## config.mk

```make
export PLATFORM = sky130hd
export DESIGN_NAME = lprpa_core
export DESIGN_NICKNAME = d
export VERILOG_FILES = /design/src/rtl/lprpa_pkg.sv /design/src/rtl/lprpa_bank_if.sv /design/src/rtl/lprpa_bank.sv /design/src/rtl/lprpa_core.sv
export SDC_FILE = /design/constraint.sdc
export NUM_CORES = 1
export LEC_CHECK = 0
export BUFFER_PORTS_ARGS = -buffer_cell sky130_fd_sc_hd__buf_4
export CORE_ASPECT_RATIO = 1.75
export CORE_MARGIN = 4
export CORE_UTILIZATION = 30
export DETAILED_ROUTE_END_ITERATION = 10
export HOLD_SLACK_MARGIN = 0.03
export SYNTH_ARGS = -nofsm -noshare
export SYNTH_HDL_FRONTEND = slang
export SYNTH_SLANG_ARGS = --single-unit
export TNS_END_PERCENT = 5
```

## constraint.sdc

```tcl
create_clock -name MCLK -period 1.9 [get_ports MCLK]
set_input_delay 0.57 -clock MCLK [delete_from_list [all_inputs] [get_ports MCLK]]
set_output_delay 0.57 -clock MCLK [all_outputs]
set_load 0.02 [all_outputs]
```

## src/rtl/lprpa_pkg.sv

```systemverilog
// lprpa_pkg: command encodings, bank states and timing counts of the refresh/power block
// assumes a 25 MHz command clock
package lprpa_pkg;
  localparam int CLK_PERIOD_NS   = 40;
  localparam int WRITE_RECOV_NS  = 15;
  localparam int WRITE_RECOV_CYC = (WRITE_RECOV_NS + CLK_PERIOD_NS - 1) / CLK_PERIOD_NS;
  localparam int PRECHARGE_PERIOD_NS  = 30;
  localparam int PRECHARGE_PERIOD_CYC = (PRECHARGE_PERIOD_NS + CLK_PERIOD_NS - 1) / CLK_PERIOD_NS;
  localparam int REFRESH_CYCLE_TIME_NS  = 110;
  localparam int REFRESH_CYCLE_TIME_CYC =
    (REFRESH_CYCLE_TIME_NS + CLK_PERIOD_NS - 1) / CLK_PERIOD_NS;
  localparam int BURST_LEN   = 4;
  localparam int NUM_BANKS   = 4;
  localparam int ROW_BITS    = 14;
  localparam int AP_BIT      = 10;
  localparam int CNT_W       = 4;
  localparam logic [ROW_BITS-1:0] ROW_CNT_RST = 14'h0000;
  // command code {cs_n, ras_n, cas_n, we_n}
  localparam logic [3:0] CMD_NOP     = 4'h7;
  localparam logic [3:0] CMD_ACTIVE  = 4'h3;
  localparam logic [3:0] CMD_READ    = 4'h5;
  localparam logic [3:0] CMD_WRITE   = 4'h4;
  localparam logic [3:0] CMD_PRECH   = 4'h2;
  localparam logic [3:0] CMD_REFRESH = 4'h1;
  localparam logic [3:0] CMD_MODE    = 4'h0;
  typedef enum logic [1:0] {LPRPA_BK_IDLE, LPRPA_BK_ACTIVE, LPRPA_BK_RECOV, LPRPA_BK_PRECH}
    lprpa_bank_t;
  typedef enum logic [2:0] {LPRPA_PW_INIT, LPRPA_PW_NORMAL, LPRPA_PW_REFRESH,
    LPRPA_PW_SELF, LPRPA_PW_DOWN} lprpa_power_t;
endpackage

```

## src/rtl/lprpa_bank_if.sv

```systemverilog
// lprpa_bank_if: command strobes from the decoder to each bank timer and bank states back
// assumes one clock shared by both ends
interface lprpa_bank_if;
  logic                     act;
  logic                     wr_ap;
  logic                     prech;
  logic                     force_idle;
  lprpa_pkg::lprpa_bank_t   state;
  modport ctrl (output act, output wr_ap, output prech, output force_idle, input state);
  modport bank (input act, input wr_ap, input prech, input force_idle, output state);
endinterface

```

## src/rtl/lprpa_bank.sv

```systemverilog
// lprpa_bank: one bank's state with write recovery and internal precharge timers
// assumes strobes come from the same clock
module lprpa_bank (
  input  wire logic   clk,
  input  wire logic   rst_n,
  lprpa_bank_if.bank  bif
);
  typedef logic [lprpa_pkg::CNT_W-1:0] lprpa_bcnt_t;
  lprpa_pkg::lprpa_bank_t      st_q, st_d;
  lprpa_bcnt_t                 cnt_q, cnt_d;

  always_comb
  begin
    st_d  = st_q;
    cnt_d = (cnt_q != '0) ? cnt_q - 4'h1 : cnt_q;
    case (st_q)
      lprpa_pkg::LPRPA_BK_IDLE:
        if (bif.act)
        begin
          st_d = lprpa_pkg::LPRPA_BK_ACTIVE;
        end
      lprpa_pkg::LPRPA_BK_ACTIVE:
        if (bif.wr_ap)
        begin
          st_d  = lprpa_pkg::LPRPA_BK_RECOV;
          cnt_d = lprpa_bcnt_t'(lprpa_pkg::BURST_LEN / 2 + lprpa_pkg::WRITE_RECOV_CYC);
        end
        else if (bif.prech)
        begin
          st_d  = lprpa_pkg::LPRPA_BK_PRECH;
          cnt_d = lprpa_bcnt_t'(lprpa_pkg::PRECHARGE_PERIOD_CYC);
        end
      lprpa_pkg::LPRPA_BK_RECOV:
        if (cnt_q <= 4'h1)
        begin
          st_d  = lprpa_pkg::LPRPA_BK_PRECH;
          cnt_d = lprpa_bcnt_t'(lprpa_pkg::PRECHARGE_PERIOD_CYC);
        end
      lprpa_pkg::LPRPA_BK_PRECH:
        if (cnt_q <= 4'h1)
        begin
          st_d = lprpa_pkg::LPRPA_BK_IDLE;
        end
      default:
        st_d = lprpa_pkg::LPRPA_BK_IDLE;
    endcase
    if (bif.force_idle)
    begin
      st_d  = lprpa_pkg::LPRPA_BK_IDLE;
      cnt_d = '0;
    end
  end

  always_ff @(posedge clk)
  begin
    if (!rst_n)
    begin
      st_q  <= lprpa_pkg::LPRPA_BK_IDLE;
      cnt_q <= '0;
    end
    else
    begin
      st_q  <= st_d;
      cnt_q <= cnt_d;
    end
  end

  assign bif.state = st_q;
endmodule // lprpa_bank

```

## src/rtl/lprpa_core.sv

```systemverilog
// lprpa_core: command decode, auto/self refresh, power-down and mode capture of the die
// assumes pins are sampled by two flops; the controller keeps its own timing rules
// Notes on behaviour
// - write with address bit ten high auto-precharges the addressed bank
// - internal precharge starts only after write recovery past last data
// - auto refresh: cs, ras, cas low with cke and we high
// - refresh rows come from an internal counter, address pins ignored
// - after refresh every bank is idle
// - self refresh: cs, ras, cas, cke low with we high
// - cke low holds self refresh; internal clock gated one cycle after entry
// - cke low enters power-down, high exits; receivers except clock and cke gated
// - both mode registers must be programmed with all banks idle
module lprpa_core #(
  parameter int NUM_BANKS = lprpa_pkg::NUM_BANKS,
  parameter int ROW_BITS  = lprpa_pkg::ROW_BITS
) (
  input  wire logic                  MCLK,
  input  wire logic                  RST_N,
  input  wire logic                  CKE,
  input  wire logic                  CS_N,
  input  wire logic                  RAS_N,
  input  wire logic                  CAS_N,
  input  wire logic                  WE_N,
  input  wire logic [1:0]            BA,
  input  wire logic [ROW_BITS-1:0]   ADDR,
  output logic [NUM_BANKS*2-1:0]     BANK_STATE,
  output logic [ROW_BITS-1:0]        REFRESH_ROW,
  output logic                       REFRESHING,
  output logic                       SELF_REFRESH,
  output logic                       POWERED_DOWN,
  output logic                       INT_CLK_EN,
  output logic                       MODE_READY,
  output logic [ROW_BITS-1:0]        MODE_VALUE,
  output logic [ROW_BITS-1:0]        EXT_MODE_VALUE
);
  typedef logic [lprpa_pkg::CNT_W-1:0] lprpa_cnt_t;

  // two-flop input synchronisers
  logic [5+2+ROW_BITS-1:0] s1_q, s2_q;
  always_ff @(posedge MCLK)
  begin
    if (!RST_N)
    begin
      s1_q <= '1;
      s2_q <= '1;
    end
    else
    begin
      s1_q <= {CKE, CS_N, RAS_N, CAS_N, WE_N, BA, ADDR};
      s2_q <= s1_q;
    end
  end

  logic                cke_s;
  logic [3:0]          cmd;
  logic [1:0]          ba_s;
  logic [ROW_BITS-1:0] addr_s;
  assign cke_s  = s2_q[ROW_BITS+6];
  assign cmd    = s2_q[ROW_BITS+5:ROW_BITS+2];
  assign ba_s   = s2_q[ROW_BITS+1:ROW_BITS];
  assign addr_s = s2_q[ROW_BITS-1:0];

  lprpa_pkg::lprpa_power_t pw_q, pw_d;
  logic                    cke_prev_q, cke_prev_d;
  lprpa_cnt_t              rcnt_q, rcnt_d;
  logic [ROW_BITS-1:0]     row_q, row_d, mode_q, mode_d, emode_q, emode_d;
  logic [1:0]              modes_q, modes_d;
  logic                    clk_en_q, clk_en_d;
  logic                    all_idle;
  logic                    live;
  logic                    refresh_done;
  logic [NUM_BANKS-1:0]    b_act, b_wrap, b_pre;
  lprpa_pkg::lprpa_bank_t  b_state [NUM_BANKS];

  // receivers gated while powered down or in self refresh
  assign live = cke_s && cke_prev_q &&
                (pw_q == lprpa_pkg::LPRPA_PW_NORMAL || pw_q == lprpa_pkg::LPRPA_PW_INIT);

  always_comb
  begin
    all_idle = 1'b1;
    for (int i = 0; i < NUM_BANKS; i++)
    begin
      if (b_state[i] != lprpa_pkg::LPRPA_BK_IDLE)
      begin
        all_idle = 1'b0;
      end
    end
  end

  assign refresh_done = (pw_q == lprpa_pkg::LPRPA_PW_REFRESH) && (rcnt_q <= 4'h1);

  genvar g;
  generate
    for (g = 0; g < NUM_BANKS; g++)
    begin : g_bank
      lprpa_bank_if bif ();
      logic sel;
      assign sel       = (ba_s == 2'(g));
      assign b_act[g]  = live && cmd == lprpa_pkg::CMD_ACTIVE && sel;
      assign b_wrap[g] = live && cmd == lprpa_pkg::CMD_WRITE && sel && addr_s[lprpa_pkg::AP_BIT];
      assign b_pre[g]  = live && cmd == lprpa_pkg::CMD_PRECH && (sel || addr_s[lprpa_pkg::AP_BIT]);
      assign bif.act        = b_act[g];
      assign bif.wr_ap      = b_wrap[g];
      assign bif.prech      = b_pre[g];
      assign bif.force_idle = refresh_done;
      assign b_state[g]     = bif.state;
      lprpa_bank u_bank (
        .clk   (MCLK),
        .rst_n (RST_N),
        .bif   (bif)
      );
    end
  endgenerate

  always_comb
  begin
    pw_d       = pw_q;
    cke_prev_d = cke_s;
    rcnt_d     = (rcnt_q != '0) ? rcnt_q - 4'h1 : rcnt_q;
    row_d      = row_q;
    mode_d     = mode_q;
    emode_d    = emode_q;
    modes_d    = modes_q;
    clk_en_d   = clk_en_q;
    case (pw_q)
      lprpa_pkg::LPRPA_PW_INIT, lprpa_pkg::LPRPA_PW_NORMAL:
      begin
        clk_en_d = 1'b1;
        if (cke_prev_q && cmd == lprpa_pkg::CMD_REFRESH && !cke_s)
        begin
          pw_d = lprpa_pkg::LPRPA_PW_SELF;
        end
        else if (cke_prev_q && !cke_s)
        begin
          pw_d = lprpa_pkg::LPRPA_PW_DOWN;
        end
        else if (live && cmd == lprpa_pkg::CMD_REFRESH)
        begin
          pw_d   = lprpa_pkg::LPRPA_PW_REFRESH;
          rcnt_d = lprpa_cnt_t'(lprpa_pkg::REFRESH_CYCLE_TIME_CYC);
        end
        else if (live && cmd == lprpa_pkg::CMD_MODE && all_idle)
        begin
          if (ba_s[1])
          begin
            emode_d    = addr_s;
            modes_d[1] = 1'b1;
          end
          else
          begin
            mode_d     = addr_s;
            modes_d[0] = 1'b1;
          end
        end
        if (modes_q == 2'h3)
        begin
          pw_d = (pw_d == lprpa_pkg::LPRPA_PW_INIT) ? lprpa_pkg::LPRPA_PW_NORMAL : pw_d;
        end
      end
      lprpa_pkg::LPRPA_PW_REFRESH:
        if (rcnt_q <= 4'h1)
        begin
          row_d = row_q + 14'h0001;
          pw_d  = (modes_q == 2'h3) ? lprpa_pkg::LPRPA_PW_NORMAL : lprpa_pkg::LPRPA_PW_INIT;
        end
      lprpa_pkg::LPRPA_PW_SELF:
      begin
        clk_en_d = 1'b0;
        if (cke_s)
        begin
          pw_d     = (modes_q == 2'h3) ? lprpa_pkg::LPRPA_PW_NORMAL : lprpa_pkg::LPRPA_PW_INIT;
          clk_en_d = 1'b1;
        end
        else if (!clk_en_q)
        begin
          row_d = row_q + 14'h0001;
        end
      end
      lprpa_pkg::LPRPA_PW_DOWN:
        if (cke_s)
        begin
          pw_d = (modes_q == 2'h3) ? lprpa_pkg::LPRPA_PW_NORMAL : lprpa_pkg::LPRPA_PW_INIT;
        end
      default:
        pw_d = lprpa_pkg::LPRPA_PW_INIT;
    endcase
  end

  always_ff @(posedge MCLK)
  begin
    if (!RST_N)
    begin
      pw_q       <= lprpa_pkg::LPRPA_PW_INIT;
      cke_prev_q <= 1'b1;
      rcnt_q     <= '0;
      row_q      <= lprpa_pkg::ROW_CNT_RST;
      mode_q     <= '0;
      emode_q    <= '0;
      modes_q    <= 2'h0;
      clk_en_q   <= 1'b1;
    end
    else
    begin
      pw_q       <= pw_d;
      cke_prev_q <= cke_prev_d;
      rcnt_q     <= rcnt_d;
      row_q      <= row_d;
      mode_q     <= mode_d;
      emode_q    <= emode_d;
      modes_q    <= modes_d;
      clk_en_q   <= clk_en_d;
    end
  end

  // registered outputs
  always_ff @(posedge MCLK)
  begin
    if (!RST_N)
    begin
      BANK_STATE     <= '0;
      REFRESH_ROW    <= '0;
      REFRESHING     <= 1'b0;
      SELF_REFRESH   <= 1'b0;
      POWERED_DOWN   <= 1'b0;
      INT_CLK_EN     <= 1'b1;
      MODE_READY     <= 1'b0;
      MODE_VALUE     <= '0;
      EXT_MODE_VALUE <= '0;
    end
    else
    begin
      for (int i = 0; i < NUM_BANKS; i++)
      begin
        BANK_STATE[i*2 +: 2] <= b_state[i];
      end
      REFRESH_ROW    <= row_q;
      REFRESHING     <= (pw_q == lprpa_pkg::LPRPA_PW_REFRESH);
      SELF_REFRESH   <= (pw_q == lprpa_pkg::LPRPA_PW_SELF);
      POWERED_DOWN   <= (pw_q == lprpa_pkg::LPRPA_PW_DOWN);
      INT_CLK_EN     <= clk_en_q;
      MODE_READY     <= (modes_q == 2'h3);
      MODE_VALUE     <= mode_q;
      EXT_MODE_VALUE <= emode_q;
    end
  end
endmodule // lprpa_core

```

# After elaboration in Yosys (flattened, before gate mapping)
# Index checks and enable logic that the tools add are counted.
# W data, S select, Z words.
# word_totals
mem_bits_rw	0
register_bits	174
latch_bits	0
output_inout_bits	55
romBits	0
word_cells	221
in_bits	23
n_memories	0
# classes
muxes	69
shifts	0
div	0
n_eq_ne	44
reduce_logical	64
mul	0
n_bitwise	5
addsub	6
magnitude_cmp	5
# op_table
op	count
$mux W4	21
$mux W14	3
$mux W2	20
$pmux W2 S4	4
$pmux W4 S2	4
$logic_and A1 B1 Y1	28
$pmux W14 S2	1
$mux W3	8
$eq A2 B2 Y1 const B	11
$le A4 B1 Y1 const B	5
$reduce_and A4 Y1	5
$reduce_bool A4 Y1	5
$sub A4 B1 Y4 const B	5
$ne A2 B1 Y1 const B	9
$add A14 B1 Y14 const B	1
$ne A2 B2 Y1 const B	7
$ne A3 B3 Y1 const B	4
$reduce_and A6 Y1	2
$reduce_bool A2 Y1	6
$eq A2 B1 Y1 const B	5
$logic_not A2 Y1	5
$pmux W3 S3	1
$eq A4 B2 Y1 const B	2
$eq A3 B2 Y1 const B	2
13 further kinds	29

# Logic depth before layout (Yosys ltp)
# logic_depth
depth_word	12
ltp_mapped	9
depth_no_buf	7

# Modules after synthesis
# From an unflattened synthesis, not the netlist that was laid out.
# hier_totals
cells_unflattened	711
hier_area_um2	6900.4
# by_module_without_submodules
module	instances	seq_area_each_um2	cells_each	area_each_um2
lprpa_core	1	3002.9	491	4953.5
lprpa_bank	4	120.1	55	486.7

# Worst setup path after synthesis
# OpenSTA, ideal clock, no wires.
# synth_path
path_type	register to register
start	register g_bank[0].u_bank.st_q[0]
end	register mode_q[10]
arrival_ns	1.899
setup_time_ns	0.140
required_time_ns	1.760
path_buffers	2
synth_period_minus_slack_ns	2.040
path_stages_with_launch	10
path_slack_ns	-0.140
cell_sequence	dfxtp_1 -> inv_1 -> ha_1 -> nand2_1 -> or4_4 -> or4_1 -> buf_2 -> buf_6 -> nand2_2 -> a21oi_2
# synth_via
elab_chain_cells	7
# synth_rtl
element	line_no	source
start, declared	lprpa_bank.sv:9	lprpa_pkg::lprpa_bank_t st_q, st_d;
start signal, assigned	lprpa_bank.sv:58	st_q <= lprpa_pkg::LPRPA_BK_IDLE;
start signal, assigned	lprpa_bank.sv:63	st_q <= st_d;
$reduce_bool A2 Y1	lprpa_core.sv:84	if (b_state[i] != lprpa_pkg::LPRPA_BK_IDLE)
$mux W1 (4 in series)	lprpa_core.sv:84	
$logic_and A1 B1 Y1	lprpa_core.sv:143	else if (live && cmd == lprpa_pkg::CMD_MODE && all_idle)
$reduce_and A6 Y1 (no line)	-	
end signal, assigned	lprpa_core.sv:209	mode_q <= mode_d;
end, declared	lprpa_core.sv:66	logic [ROW_BITS-1:0] row_q, row_d, mode_q, mode_d, emode_q, emode_d;
# Every way passes these cells.
# A chain may end at the register's enable or synchronous reset.

# Final worst setup path
# layout_path
start	register g_bank[2].u_bank.st_q[0]
end	register mode_q[1]
# layout_via
elab_chain_cells	5
# layout_rtl
element	line_no
start, declared	lprpa_bank.sv:9
start signal, assigned	lprpa_bank.sv:58
start signal, assigned	lprpa_bank.sv:63
$reduce_bool A2 Y1	lprpa_core.sv:84
$mux W1 (2 in series)	lprpa_core.sv:84
$logic_and A1 B1 Y1	lprpa_core.sv:143
$reduce_and A6 Y1 (no line)	-
# Every way passes these cells.

==> results.sh <==
export IMPL_hold_violations=0
export IMPL_grt_pass1_wl_um=25500
export IMPL_start_kind="flop"
export IMPL_synthArstFlopShare=0
export IMPL_avgRoutedWirePerCell_um=13.5
export IMPL_grt_max_degree=69
export IMPL_yosys_register_bits=174
export IMPL_yosys_warnings=0
export IMPL_skew_ns=0.0117
export IMPL_placedInstanceArea_um2=8140
export IMPL_cts_buffer_depth=2
export IMPL_dieArea_um2=26000
export IMPL_overflow=0
export IMPL_start_util=0.307
export IMPL_num_rows=73
export IMPL_syn_num_nets=796
export IMPL_layout_drive_gt1_share=0.258
export IMPL_synth_area_top_cells="dfxtp_1, ha_1, nand2b_1"
export IMPL_pin_count=78
export IMPL_synth_ff_type="dfxtp_1"
export IMPL_period_minus_slack_ns=1.88
export IMPL_finish_instance_area_um2=8850
export IMPL_core_area_um2=22800
export IMPL_path_clk_slew_ns=0.07
export IMPL_final_util=0.387
export IMPL_area_growth_syn_to_layout_pct=26.1
export IMPL_postCtsSetupBuffers=0
export IMPL_fillers=2311
export IMPL_cp_end_kind="flop"
export IMPL_cp_arrival_ns=2.17
export IMPL_gp_congestion=0.800
export IMPL_setup_ws_ns=0.0170
export IMPL_leakagePower_nw=3.45
export IMPL_num_antenna_cells=0
export IMPL_die_x_um=124
export IMPL_period_share=0.991
export IMPL_setup_viol=0
export IMPL_drtIter0Drc=192
export IMPL_ys_seq_area_frac=0.497
export IMPL_maxCapViolCount=0
export IMPL_grt_pass1_vias=5355
export IMPL_nets=897
export IMPL_worstSkewPairLatency_ns=0.42
export IMPL_cts_root_buf="clkbuf_16"
export IMPL_vias=5301
export IMPL_die_h_um=210
export IMPL_pre_cts_slack_ns=-0.0206
export IMPL_first_pass_iters=4
export IMPL_cts_tree="built"
export IMPL_synthCells=740
export IMPL_port_buffers=77
export IMPL_synthTopCellsByCount="dfxtp_1, nand2_1, nor2_1, nand2b_1, and2_1"
export IMPL_cts_hold_buf=0
export IMPL_viasPerCell=4.59
export IMPL_multi_input_area_um2=3290
export IMPL_synth_top_area_share=0.497
export IMPL_total_power_mw=9.36
export IMPL_drc=0
export IMPL_wirelength_um=15500
export IMPL_tightest_slew_ns=0.568
export IMPL_drv_slew=0
export IMPL_grt_usage=0.124
export IMPL_seqCellArea_um2=3490
export IMPL_synth_area_um2=7010
export IMPL_setup_tns_ns=0
export IMPL_dp_hpwl_um=11300
export IMPL_postRouteAntennaNets=0
export IMPL_fmax_ghz=0.531
export IMPL_power_density_nw_per_um2=1060
export IMPL_hp_class="in -> reg"
export IMPL_max_slew_margin=0.622
export IMPL_htreeDepth=4
export IMPL_grt_setup_unrepaired="true"
export IMPL_ir_worst_vdd_uv=645
export IMPL_synth_top_area_cell="dfxtp_1"
export IMPL_synth_edff_count=0
export IMPL_crit_type="reg -> reg"
export IMPL_worstPathMaxFanout=14
export IMPL_antenna_found_initial=0
export IMPL_yosysMostFrequentCell="dfxtp_1"
export IMPL_cts_sinks=174
export IMPL_cp_required_ns=2.18
export IMPL_status="finished clean"
export IMPL_syn_area_per_cell_um2=9.48
export IMPL_yosysUniqueCellTypes=59
export IMPL_cts_buffers_inserted=17
worst max-delay path, stage by stage, from the launching register on:
cell and delay (ns):
dfxtp_2 0.33, inv_2 0.07, ha_4 0.13, nand2_1 0.04, or4_4 0.42, or4_4 0.44, buf_12 0.17, nand2_2 0.07
a21oi_1 0.05
flip-flops by register name, summed over array words and instances (netlist names), 2 cells and up:
register and count:
BANK_STATE 8, EXT_MODE_VALUE 14, MODE_VALUE 14, REFRESH_ROW 14, emode_q 14, g_bank.u_bank.bif.state 8, g_bank.u_bank.cnt_q 16, mode_q 14
modes_q 2, pw_q 3, rcnt_q 4, row_q 14, s1_q 21, s2_q 21
final cells by class:
| type | count | area share |
|---|---|---|
| Sequential cell | 174 | 0.394 |
| Timing Repair Buffer | 119 | 0.109 |
| Clock buffer | 18 | 0.0496 |
| Inverter | 29 | 0.0123 |
| Clock inverter | 14 | 0.0197 |
| Tap cell | 300 | 0.0424 |
| Multi-Input combinational cell | 500 | 0.372 |
final timing paths:
check                                                  start                     end  slack (ns)  depth (start not counted)
setup / recovery  g_bank[2].u_bank.bif.state[0]$_SDFFE_PP0P_  mode_q[1]$_SDFFE_PN0P_        0.02                          8
hold / removal                                       ADDR[4]      s1_q[4]$_SDFF_PN1_        0.32                          2
setup reg to reg  g_bank[2].u_bank.bif.state[0]$_SDFFE_PP0P_  mode_q[1]$_SDFFE_PN0P_        0.02                          8
hold reg to reg                          s1_q[11]$_SDFF_PN1_     s2_q[11]$_SDFF_PN1_        0.41                          1
where the power goes:
part           switching, mW  internal (mW)  leakage, nW  total [mW]
logic                  0.945          0.852         1.74        1.80
registers              0.200           3.88         1.42        4.08
clock network           1.57           1.91        0.291        3.48
total                   2.72           6.64         3.45        9.36
repair_timing:
| action | CTS | global route |
|---|---|---|
| cloned | 0 | 0 |
| pin swaps | 0 | 2 |
| gates resized for setup | 2 | 22 |
| endpoints found under the setup margin | 28 | 54 |
per-layer routing:
metal  track usage  part of all wire  vias to the layer above
met3        0.0271             0.033                       36
met2         0.237              0.54                       94
li1              -                 -                     2691
met1         0.120              0.38                     2480
met5             0                 0                        -
met4        0.0673             0.045                        0
cell families (layout without fill, tap and decap cells):
group	after synthesis	count (layout)	synth area share
compound gates	127	127	0.127
flops	174	174	0.497
buf+inv	66	180	0.0439
simple gates	313	313	0.239
fa+ha+maj	33	33	0.0589
mux	3	3	0.00446
xor+xnor	24	24	0.0300
metrics by stage:
| step | hold WS [ns] | instances |
|---|---|---|
| 4_1_cts | 0.301 | 1154 |
| 2_1_floorplan | 0.386 | 740 |
| 3_3_place_gp | 0.390 | 1122 |
| 6_report | 0.323 | 1154 |
| 3_5_place_dp | 0.392 | 1122 |
| 5_1_grt | 0.307 | 1154 |
placed cells by master, fill, tap and decap left out, types with 5 or more instances in the layout:
cell type and instances:
a21oi_1 29, a21oi_2 20, and2_1 43, buf_12 6, buf_4 113, clkbuf_16 17
dfxtp_1 169, dfxtp_2 5, ha_1 31, inv_1 24, inv_2 5, nand2_1 67
nand2_2 25, nand2b_1 50, nand3_1 14, nor2_1 66, nor3_1 14, nor3b_1 5
o2111ai_1 6, o211ai_1 5, o21ai_0 20, o31ai_1 6, o32ai_1 8, xnor2_1 17
xor2_1 7
No activity file was read; power rests on OpenSTA's default activity.
